**src/design/flash_pes_map.svh**
```systemverilog
/*
 * Constants of the flash program/erase and lock-byte block: addresses,
 * field positions, reset values and timing counts.
 * Assumes a 100 MHz core clock and an 18-bit flash byte address.
 */
`ifndef FLASH_PES_MAP_SVH
`define FLASH_PES_MAP_SVH

`define FPE_ADDR_W        18
`define FPE_LOCK_WE_128   18'h1fbfe
`define FPE_LOCK_RD_128   18'h1fbff
`define FPE_LOCK_WE_64    18'h0fffe
`define FPE_LOCK_RD_64    18'h0ffff
`define FPE_SPAD_BASE     18'h20000
`define FPE_SPAD_BIT      17
`define FPE_PAGE_LSB      10
`define FPE_SPAD_PAGE_LSB 7
`define FPE_BLOCK_LSB     14
`define FPE_ERASED        8'hff
`define FPE_LOCK_RESET    8'h00
`define FPE_UNDEF_DATA    8'h00
`define FPE_CLK_MHZ       100
`define FPE_WRITE_TIME_US 40
`define FPE_ERASE_TIME_MS 10
`define FPE_WRITE_CYC     (`FPE_WRITE_TIME_US * `FPE_CLK_MHZ)
`define FPE_ERASE_CYC     (`FPE_ERASE_TIME_MS * 1000 * `FPE_CLK_MHZ)

`endif

```
**src/design/flash_pes_pkg.sv**
```systemverilog
/*
 * Types shared by the flash program/erase block, the flash array model and the bench.
 * Assumes flash_pes_map.svh is on the include path.
 */
`include "flash_pes_map.svh"

package flash_pes_pkg;

	typedef enum logic [1:0] {FOP_NONE, FOP_PROGRAM, FOP_ERASE_PAGE, FOP_ERASE_ALL} flash_op_e;
	typedef enum logic [1:0] {JOP_READ, JOP_WRITE, JOP_ERASE} jtag_op_e;
	typedef enum logic [3:0] {
		SEQ_BOOT0, SEQ_BOOT1, SEQ_BOOT2, SEQ_BOOT3,
		SEQ_IDLE, SEQ_JREAD, SEQ_JDATA, SEQ_COMMIT, SEQ_BUSY
	} seq_e;

	typedef struct packed {
		logic       fwe;
		logic       swe;
		logic       see;
		logic       blk;
		logic       scratchpad_access_enable;
		logic [1:0] bank;
	} flash_ctl_s;

	typedef struct packed {
		logic        en;
		logic [15:0] addr;
		logic [7:0]  data;
	} core_wr_s;

	typedef struct packed {
		logic                   req;
		jtag_op_e               op;
		logic [`FPE_ADDR_W-1:0] addr;
		logic [7:0]             wdata;
	} jtag_req_s;

	typedef struct packed {
		logic       ack;
		logic       denied;
		logic [7:0] rdata;
	} jtag_rsp_s;

	typedef struct packed {
		logic                   valid;
		flash_op_e              op;
		logic [`FPE_ADDR_W-1:0] addr;
		logic [31:0]            data;
		logic [3:0]             mask;
	} flash_cmd_s;

endpackage

```
**src/design/stage_buffer.sv**
```systemverilog
/*
 * Staging buffer for one flash write block; bytes and valid mask are
 * registers. Assumes clr and we are never high together.
 */
`timescale 1ns/100ps
`default_nettype none
`include "flash_pes_map.svh"

module stage_buffer #(
	parameter int LANES = 4
) (
	// clock and reset
	input  wire logic               clk,
	input  wire logic               rst,
	// control
	input  wire logic               clr,
	input  wire logic               we,
	input  wire logic [1:0]         idx,
	input  wire logic [7:0]         din,
	// contents
	output logic      [LANES*8-1:0] q,
	output logic      [LANES-1:0]   mask
);

	typedef struct packed {
		logic [LANES-1:0][7:0] bytes;
		logic [LANES-1:0]      mask;
	} state_s;

	state_s s_r;
	state_s s_nxt;

	always_comb begin
		s_nxt = s_r;
		for (int i = 0; i < LANES; i++) begin
			if (clr) begin
				s_nxt.bytes[i] = `FPE_ERASED;
				s_nxt.mask[i]  = 1'b0;
			end else if (we && idx == 2'(i)) begin
				s_nxt.bytes[i] = din;
				s_nxt.mask[i]  = 1'b1;
			end
		end
	end

	always_ff @(posedge clk or posedge rst) begin
		if (rst) begin
			s_r <= '{bytes: {LANES{`FPE_ERASED}}, mask: '0};
		end else begin
			s_r <= s_nxt;
		end
	end

	assign q    = s_r.bytes;
	assign mask = s_r.mask;

endmodule
`default_nettype wire

```
**src/design/flash_pes.sv**
```systemverilog
/*
 * Flash program/erase sequencer with lock-byte security for the debug port.
 * Assumes a flash array that obeys flash_cmd and answers a read the cycle
 * after flash_rd_en is high, and a core that holds off flash fetches while
 * core_stall is high.
 */
`timescale 1ns/100ps
`default_nettype none
`include "flash_pes_map.svh"

module flash_pes #(
	parameter bit BIG_PART     = 1'b1,
	parameter int WRITE_CYCLES = `FPE_WRITE_CYC,
	parameter int ERASE_CYCLES = `FPE_ERASE_CYC
) (
	// clock and reset
	input  wire logic                      core_clk,
	input  wire logic                      rst,
	// core control bits and data-space writes
	input  wire flash_pes_pkg::flash_ctl_s ctl,
	input  wire flash_pes_pkg::core_wr_s   core_wr,
	output flash_pes_pkg::core_wr_s        external_data_ram_wr,
	output logic                           core_stall,
	output logic                           flash_busy_flag,
	// debug port
	input  wire flash_pes_pkg::jtag_req_s  jtag_req,
	output flash_pes_pkg::jtag_rsp_s       jtag_rsp,
	// flash array
	output flash_pes_pkg::flash_cmd_s      flash_cmd,
	output logic                           flash_rd_en,
	output logic      [`FPE_ADDR_W-1:0]    flash_rd_addr,
	input  wire logic [7:0]                flash_rd_data
);

	localparam logic [`FPE_ADDR_W-1:0] LOCK_WE = BIG_PART ? `FPE_LOCK_WE_128 : `FPE_LOCK_WE_64;
	localparam logic [`FPE_ADDR_W-1:0] LOCK_RD = BIG_PART ? `FPE_LOCK_RD_128 : `FPE_LOCK_RD_64;

	typedef struct packed {
		flash_pes_pkg::seq_e       st;
		logic [23:0]               cnt;
		logic                      jpend;
		logic                      busy;
		logic [7:0]                we_lock;
		logic [7:0]                rd_lock;
		logic [`FPE_ADDR_W-1:0]    blk_addr;
		flash_pes_pkg::flash_cmd_s cmd;
		logic                      rd_en;
		logic [`FPE_ADDR_W-1:0]    rd_addr;
		flash_pes_pkg::jtag_rsp_s  rsp;
		flash_pes_pkg::core_wr_s   xw;
	} state_s;

	state_s                 s_r;
	state_s                 s_nxt;
	logic [`FPE_ADDR_W-1:0] caddr;
	logic [`FPE_ADDR_W-1:0] ja;
	logic                   to_flash;
	logic                   last;
	logic                   take_j;
	logic                   is_lock;
	logic                   stg_we;
	logic                   stg_clr;
	logic [31:0]            stg_q;
	logic [3:0]             stg_mask;
	logic [31:0]            jw_data;

	function automatic logic [`FPE_ADDR_W-1:0] map_core(input flash_pes_pkg::flash_ctl_s c, input logic [15:0] a);
		if (c.scratchpad_access_enable) begin
			map_core = `FPE_SPAD_BASE | {10'h000, a[7:0]};
		end else if (a[15]) begin
			map_core = {1'b0, c.bank, a[14:0]};
		end else begin
			map_core = {3'h0, a[14:0]};
		end
	endfunction

	// scratchpad locked only by an all-zero byte, else one bit per 16 kB
	function automatic logic blk_locked(input logic [7:0] lk, input logic [`FPE_ADDR_W-1:0] a);
		if (a[`FPE_SPAD_BIT]) begin
			blk_locked = (lk == 8'h00);
		end else begin
			blk_locked = !lk[a[`FPE_BLOCK_LSB +: 3]];
		end
	endfunction

	function automatic logic [`FPE_ADDR_W-1:0] page_base(input logic [`FPE_ADDR_W-1:0] a);
		page_base = a;
		if (a[`FPE_SPAD_BIT]) begin
			page_base[`FPE_SPAD_PAGE_LSB-1:0] = '0;
		end else begin
			page_base[`FPE_PAGE_LSB-1:0] = '0;
		end
	endfunction

	function automatic logic lock_page(input logic [`FPE_ADDR_W-1:0] a);
		lock_page = a[`FPE_ADDR_W-1:`FPE_PAGE_LSB] == LOCK_WE[`FPE_ADDR_W-1:`FPE_PAGE_LSB];
	endfunction

	// start an operation; lock shadows follow what the array will hold
	function automatic state_s launch(input state_s s, input flash_pes_pkg::flash_op_e op,
		input logic [`FPE_ADDR_W-1:0] a, input logic [31:0] d, input logic [3:0] m, input logic jp);
		state_s r;
		r = s;
		r.cmd.valid = 1'b1;
		r.cmd.op    = op;
		r.cmd.addr  = a;
		r.cmd.data  = d;
		r.cmd.mask  = m;
		r.busy      = 1'b1;
		r.jpend     = jp;
		r.st        = flash_pes_pkg::SEQ_BUSY;
		if (op == flash_pes_pkg::FOP_PROGRAM) begin
			r.cnt = 24'(WRITE_CYCLES - 1);
		end else begin
			r.cnt = 24'(ERASE_CYCLES - 1);
		end
		if (op == flash_pes_pkg::FOP_ERASE_ALL || (op == flash_pes_pkg::FOP_ERASE_PAGE && lock_page(a))) begin
			r.we_lock = `FPE_ERASED;
			r.rd_lock = `FPE_ERASED;
		end
		if (op == flash_pes_pkg::FOP_PROGRAM) begin
			for (int i = 0; i < 4; i++) begin
				if (m[i] && {a[`FPE_ADDR_W-1:2], 2'(i)} == LOCK_WE) begin
					r.we_lock = r.we_lock & d[8*i +: 8];
				end
				if (m[i] && {a[`FPE_ADDR_W-1:2], 2'(i)} == LOCK_RD) begin
					r.rd_lock = r.rd_lock & d[8*i +: 8];
				end
			end
		end
		return r;
	endfunction

	always_comb begin
		caddr    = map_core(ctl, core_wr.addr);
		ja       = jtag_req.addr;
		// debug byte in its lane, other lanes left erased
		jw_data  = 32'hffff_ffff;
		jw_data[8*ja[1:0] +: 8] = jtag_req.wdata;
		is_lock  = (ja == LOCK_WE) || (ja == LOCK_RD);
		to_flash = core_wr.en && ctl.swe;
		if (!ctl.blk) begin
			last = 1'b1;
		end else if (caddr[`FPE_SPAD_BIT]) begin
			last = caddr[0];
		end else begin
			last = caddr[1:0] == 2'b11;
		end
		take_j = jtag_req.req && !s_r.rsp.ack && !to_flash;
		stg_we = s_r.st == flash_pes_pkg::SEQ_IDLE && to_flash && ctl.fwe && !ctl.see;
	end

	assign stg_clr = s_r.st == flash_pes_pkg::SEQ_COMMIT;

	stage_buffer #(
		.LANES (4)
	) u_stage (
		.clk  (core_clk),
		.rst  (rst),
		.clr  (stg_clr),
		.we   (stg_we),
		.idx  (caddr[1:0]),
		.din  (core_wr.data),
		.q    (stg_q),
		.mask (stg_mask)
	);

	always_comb begin
		s_nxt            = s_r;
		s_nxt.cmd.valid  = 1'b0;
		s_nxt.rd_en      = 1'b0;
		s_nxt.rsp.ack    = 1'b0;
		s_nxt.rsp.denied = 1'b0;
		s_nxt.xw.en      = 1'b0;
		if (core_wr.en && !ctl.swe) begin
			s_nxt.xw = core_wr;
		end
		case (s_r.st)
			flash_pes_pkg::SEQ_BOOT0: begin
				s_nxt.rd_en   = 1'b1;
				s_nxt.rd_addr = LOCK_WE;
				s_nxt.st      = flash_pes_pkg::SEQ_BOOT1;
			end
			flash_pes_pkg::SEQ_BOOT1: begin
				s_nxt.rd_en   = 1'b1;
				s_nxt.rd_addr = LOCK_RD;
				s_nxt.st      = flash_pes_pkg::SEQ_BOOT2;
			end
			flash_pes_pkg::SEQ_BOOT2: begin
				s_nxt.we_lock = flash_rd_data;
				s_nxt.st      = flash_pes_pkg::SEQ_BOOT3;
			end
			flash_pes_pkg::SEQ_BOOT3: begin
				s_nxt.rd_lock = flash_rd_data;
				s_nxt.st      = flash_pes_pkg::SEQ_IDLE;
			end
			flash_pes_pkg::SEQ_IDLE: begin
				if (to_flash) begin
					if (ctl.fwe && ctl.see) begin
						if (!lock_page(caddr)) begin
							s_nxt = launch(s_nxt, flash_pes_pkg::FOP_ERASE_PAGE, page_base(caddr),
								32'h0000_0000, 4'h0, 1'b0);
						end
					end else if (ctl.fwe) begin
						s_nxt.blk_addr = {caddr[`FPE_ADDR_W-1:2], 2'b00};
						if (last) begin
							s_nxt.st = flash_pes_pkg::SEQ_COMMIT;
						end
					end
				end else if (take_j) begin
					case (jtag_req.op)
						flash_pes_pkg::JOP_READ: begin
							if (ja == LOCK_WE) begin
								s_nxt.rsp.ack   = 1'b1;
								s_nxt.rsp.rdata = s_r.we_lock;
							end else if (ja == LOCK_RD) begin
								s_nxt.rsp.ack   = 1'b1;
								s_nxt.rsp.rdata = s_r.rd_lock;
							end else if (blk_locked(s_r.rd_lock, ja)) begin
								s_nxt.rsp.ack    = 1'b1;
								s_nxt.rsp.denied = 1'b1;
								s_nxt.rsp.rdata  = `FPE_UNDEF_DATA;
							end else begin
								s_nxt.rd_en   = 1'b1;
								s_nxt.rd_addr = ja;
								s_nxt.st      = flash_pes_pkg::SEQ_JREAD;
							end
						end
						flash_pes_pkg::JOP_WRITE: begin
							if (is_lock || !blk_locked(s_r.we_lock, ja)) begin
								s_nxt = launch(s_nxt, flash_pes_pkg::FOP_PROGRAM, {ja[`FPE_ADDR_W-1:2], 2'b00},
									jw_data, 4'h1 << ja[1:0], 1'b1);
							end else begin
								s_nxt.rsp.ack    = 1'b1;
								s_nxt.rsp.denied = 1'b1;
							end
						end
						flash_pes_pkg::JOP_ERASE: begin
							if (is_lock) begin
								s_nxt = launch(s_nxt, flash_pes_pkg::FOP_ERASE_ALL, '0, 32'h0000_0000,
									4'h0, 1'b1);
							end else if (blk_locked(s_r.we_lock, ja)) begin
								s_nxt.rsp.ack    = 1'b1;
								s_nxt.rsp.denied = 1'b1;
							end else begin
								s_nxt = launch(s_nxt, flash_pes_pkg::FOP_ERASE_PAGE, page_base(ja),
									32'h0000_0000, 4'h0, 1'b1);
							end
						end
						default: begin
							s_nxt.rsp.ack    = 1'b1;
							s_nxt.rsp.denied = 1'b1;
						end
					endcase
				end
			end
			flash_pes_pkg::SEQ_JREAD: begin
				s_nxt.st = flash_pes_pkg::SEQ_JDATA;
			end
			flash_pes_pkg::SEQ_JDATA: begin
				s_nxt.rsp.ack   = 1'b1;
				s_nxt.rsp.rdata = flash_rd_data;
				s_nxt.st        = flash_pes_pkg::SEQ_IDLE;
			end
			flash_pes_pkg::SEQ_COMMIT: begin
				s_nxt = launch(s_nxt, flash_pes_pkg::FOP_PROGRAM, s_r.blk_addr, stg_q, stg_mask,
					1'b0);
			end
			flash_pes_pkg::SEQ_BUSY: begin
				if (s_r.cnt == 24'h00_0000) begin
					s_nxt.busy    = 1'b0;
					s_nxt.st      = flash_pes_pkg::SEQ_IDLE;
					s_nxt.rsp.ack = s_r.jpend;
					s_nxt.jpend   = 1'b0;
				end else begin
					s_nxt.cnt = s_r.cnt - 24'h00_0001;
				end
			end
			default: begin
				s_nxt.st = flash_pes_pkg::SEQ_IDLE;
			end
		endcase
	end

	always_ff @(posedge core_clk or posedge rst) begin
		if (rst) begin
			s_r <= '0;
		end else begin
			s_r <= s_nxt;
		end
	end

	assign external_data_ram_wr         = s_r.xw;
	assign core_stall      = s_r.busy;
	assign flash_busy_flag = s_r.busy;
	assign jtag_rsp        = s_r.rsp;
	assign flash_cmd       = s_r.cmd;
	assign flash_rd_en     = s_r.rd_en;
	assign flash_rd_addr   = s_r.rd_addr;

	logic idle_w;
	logic idle_prog;
	logic jt_idle;
	assign idle_w    = s_r.st == flash_pes_pkg::SEQ_IDLE && to_flash;
	assign idle_prog = idle_w && ctl.fwe && !ctl.see;
	assign jt_idle   = s_r.st == flash_pes_pkg::SEQ_IDLE && take_j;
endmodule
`default_nettype wire

```
**config.mk**
```make
export PLATFORM = sky130hd
export DESIGN_NAME = flash_pes
export DESIGN_NICKNAME = d
export VERILOG_FILES = /design/src/design/flash_pes_pkg.sv /design/src/design/stage_buffer.sv /design/src/design/flash_pes.sv
export VERILOG_INCLUDE_DIRS = /design/src /design/src/design
export SDC_FILE = /design/constraint.sdc
export NUM_CORES = 1
export LEC_CHECK = 0
export ABC_CLOCK_PERIOD_IN_PS = 7500
export BUFFER_PORTS_ARGS = -buffer_cell sky130_fd_sc_hd__buf_4
export CORE_UTILIZATION = 35
export DETAILED_ROUTE_END_ITERATION = 6
export PLACE_DENSITY_LB_ADDON = 0.08
export SLEW_MARGIN = 5
export SYNTH_ARGS = -nofsm -noshare
export SYNTH_HDL_FRONTEND = slang
export SYNTH_SLANG_ARGS = --single-unit
```
**constraint.sdc**
```tcl
create_clock -name core_clk -period 7.5 [get_ports core_clk]
set_input_delay 1.125 -clock core_clk [delete_from_list [all_inputs] [get_ports core_clk]]
set_output_delay 1.125 -clock core_clk [all_outputs]
set_load 0.005 [all_outputs]
```
==> metrics.md <==
| Metric | Value |
|---|---|
| Worst hold path class | reg2reg |
| Post-CTS Setup Inserts | 0 |
| Setup crit start kind | flip-flop |
| Post-synthesis cell count | 1134 |
| Critical path data required time | a little under 8 ns |
| Die Y | ~180 um |
| Final Non-Filler Cells | 1596 |
| Cell Area, Synth | 11000 um^2 |
| Peak Freq | 0.270 GHz |
| Area grow syn2layout | 14.8% |
| Post-synth EDFFs | 0 |
| Share of cells above drive strength 1 | 0.258 |
| TritonCTS Sinks | 207 |
| Largest net degree at the start of global routing | 86 |
| Setup TNS | 0 ns |
| Buf/Inv on CP | 1 |
| Hold Vio Cnt, Final | 0 |
| DRT iter0 DRCs | approximately 750 |
| Max_cap viols | 0 |
| Worst slew margin | 0.171 |
| FF+latch count, synth | 207 |
| Asr flop ratio synth | 1.00 |
| Largest family of logic cells by synthesized area | compound AO/OA/AOI/OAI gates |
| Initial cell density of the core | 0.357 |
| Vias in the first global route | about 8600 |
| Unique masters post-synth | 76 |
| Final nets | 1263 |
| Top FF cell, synth | dfrtp_1 |
| Die ar. | 32100 um^2 |
| Worst path top cell family by delay | simple AND/OR/NAND/NOR gates |
| CTS Hold Buffers Added | 0 |
| Post-synthesis mux area share | 0.0470 |
| Worst R2R Setup Slack | 3.80 ns |
| LEAKAGE | 5.84 nW |
| Peak supply drop | 0.180 mV |
| Ports | about 180 |
| R2R cell count | 8 |
| Num CTS Buffers | 25 |
| Simple-gate portion of the synthesized area | 0.158 |
| Initial antenna violation count | 0 |
| First-pass GRT wire length | between 50000 and 60000 um |
| Row cnt | 64 |
| Worst r2r dst | s_r[137] |
| First-pass DRT Iterations | 7 |
| Final setup viols | 0 |
| Share of the yosys chip area belonging to registers | 0.476 |
| DR vias | 8760 |
| Grt total ovfl | 0 |
| Final count of pins violating max slew | 0 |
| Worst Skew | 0.0254 ns |
| Final Cycle Share | 0.493 |
| Most frequent cell on the critical path | o21ai_0 |
| Inserted Diodes | 0 |
| WL final | 34300 um |
| Vias/cell | roughly 5.5 |
| Crit Path Class | reg2reg |
| Resize count post-CTS | 0 |
| Crit. End Element | flip-flop |
| Worst-margin pin slew | 1.23 ns |
| Die width | 179 um |
| Root buf cell | clkbuf_16 |
| Remaining antenna violation count | 0 |
| Worst hold stages | 2 |
| DR WL/cell | 21.5 um |
| Adder-cell share of the synthesized area | 0.0125 |
| Placed Cells | 1550 |
| Violated checks | design-rule violations |
| Slowest Stage Delay on Critical Path | 0.83 ns |
| Max clock buf depth | 3 |
| Core Util, Final | 0.410 |
| Critical Path AT | ~4.1 ns |
| CTS tree | built |
| Post-Place Cell Area | 11800 um^2 |
| Placer Congestion | around 0.9 |
| Synth Area in XOR/XNOR | 0.00160 |
| Synth Area in Compound Gates | 0.197 |
| RSZ-0062 raised after global routing | false |
| Overall power | 4.65 mW |
| HP Start | u_stage.q[1] |
| Layout fillers | roughly 3100 |
| Port Buffers | 181 |
| DRC viols | 38 |
| Core Box Area | 30700 um^2 |
| Yosys warning count | 0 |
| Hpwl dp | between 20000 and 25000 um |
| Global Route Usage Sum | 0.216 |
| Clock insertion delay at the later pin of the skew report | approximately 0.53 ns |
| Crit path max fanout | 32 |
| Post-route cell area | 12600 um^2 |
| H-tree levels | 1 |
| Clk slew on worst S/H paths | about 0.060 ns |
| CP max-delay cell | or4b_2 |
| WHS Endpoint | u_stage.q[1] |
| PwrDens | 369 nW/um^2 |
| Cell breakdown of the critical path | or4b_2 -> nor3b_2 -> and2_1 -> o211ai_1 -> buf_4 -> o21ai_0 -> o41ai_1 -> o21ai_0 |
| Final period demand of the worst path | 3.70 ns |
| R2R Path Start | s_r[174] |
| Outcome | complete, but fails checks |
| Syn Area/Cell | 9.67 um^2 |
[cell usage after synthesis (all sizes together), types with 4 or more instances]
| master | instances | area share |
|---|---|---|
| dfrtp | 175 | 0.40 |
| nand2 | 140 | 0.048 |
| buf | 129 | 0.085 |
| nor2 | 92 | 0.032 |
| o21ai | 75 | 0.035 |
| a21oi | 57 | 0.026 |
| clkbuf | 43 | 0.015 |
| mux2 | 34 | 0.035 |
| dfstp | 32 | 0.077 |
| nand3 | 31 | 0.014 |
| a221o | 27 | 0.025 |
| inv | 25 | 0.0086 |
| o31ai | 25 | 0.018 |
| a21o | 20 | 0.014 |
| nor3 | 20 | 0.010 |
| a21boi | 18 | 0.012 |
| a22o | 16 | 0.013 |
| ha | 11 | 0.013 |
| nor4 | 10 | 0.0057 |
| or3 | 10 | 0.0057 |
| a222oi | 9 | 0.0082 |
| and2 | 9 | 0.0051 |
| nand4 | 9 | 0.0051 |
| nor3b | 9 | 0.0075 |
| a221oi | 8 | 0.0064 |
| a32oi | 8 | 0.0064 |
| mux2i | 8 | 0.0073 |
| o41ai | 8 | 0.0064 |
| or4 | 7 | 0.0051 |
| a31oi | 6 | 0.0034 |
| and3 | 5 | 0.0029 |
| nand4b | 5 | 0.0046 |
| nand2b | 4 | 0.0023 |
| nor2b | 4 | 0.0023 |
| o21a | 4 | 0.0027 |
| or2 | 4 | 0.0023 |
[layout make-up]
class | count | area, um^2 | share of cell area
Tap cell | 396 | 495 | 0.0393
Inverter | 25 | 101 | 0.00805
Timing Repair Buffer | 191 | 1430 | 0.114
Clock buffer | 42 | 709 | 0.0563
Multi-Input combinational cell | 731 | 4580 | 0.364
Sequential cell | 207 | 5220 | 0.414
Clock inverter | 4 | 51.3 | 0.00407
[stage by stage]
step | setup WS, ns | hold WS (ns)
2_1_floorplan | 0.775 | 0.449
3_3_place_gp | 3.39 | 0.472
3_5_place_dp | 3.50 | 0.467
4_1_cts | 3.76 | 0.484
5_1_grt | 3.53 | 0.495
6_report | 3.80 | 0.481
[worst register-to-register path, delay by kind of cell, from the launching register on]
kind / cells / cell delay [ns]
flops: 1 / 0.55
compound gates: 4 / 1.00
buf+inv: 1 / 0.28
simple gates: 3 / 1.77
[cells in the final DEF (no fill, tap or decap), types with 18 or more instances in the layout]
cell and n:
a21oi_1 56, dfrtp_1 175, a221o_1 27, a21o_1 20, nand3_1 31, clkbuf_16 25
o31ai_1 24, nand2_1 140, nor2_1 91, dfstp_2 32, inv_1 24, mux2_2 34
a21boi_0 18, buf_4 191, o21ai_0 72
[registers in the layout, summed over array words and instances, names as in the netlist]
register,flops
u_stage.mask,4
external_data_ram_wr,25
s_r,61
flash_rd_en,1
core_stall,1
flash_cmd,55
flash_rd_addr,18
jtag_rsp,10
u_stage.q,32
[where the power goes]
| part | switching [mW] | leakage (nW) | internal [mW] |
|---|---|---|---|
| combinational | 0.949 | 2.89 | 0.725 |
| sequential | 0.311 | 2.58 | 1.52 |
| clock | 0.471 | 0.363 | 0.675 |
| total | 1.73 | 5.84 | 2.92 |
[cells by family (layout without fill, tap and decap cells)]
logic type                 Yosys count  in the layout
and+or+nand+nor                    365            365
AOI/OAI and AO/OA                  307            307
DFF                                207            207
buffers and inverters              197            262
muxes                               44             44
adders and majority gates           11             11
xor gates and xnor gates             2              2
other                                1              2
[worst max path at each step]
stage               slack [ns]  cells past startpoint          from           to
detailed placement        3.50                      8  jtag_req[18]  jtag_rsp[1]
floorplan                 0.78                      1           rst   core_stall
finish                    3.80                      8      s_r[174]     s_r[137]
global route              3.53                      8      s_r[173]     s_r[137]
global placement          3.39                      8  jtag_req[22]  jtag_rsp[3]
CTS                       3.76                      8      s_r[174]     s_r[137]
[per-layer routing]
layer  wire [um]  global-route usage
met1       15800               0.313
met2       15500               0.334
met3        2310              0.0324
met4         703              0.0519
met5           0                   0
Power figures use the tool's default switching activity.
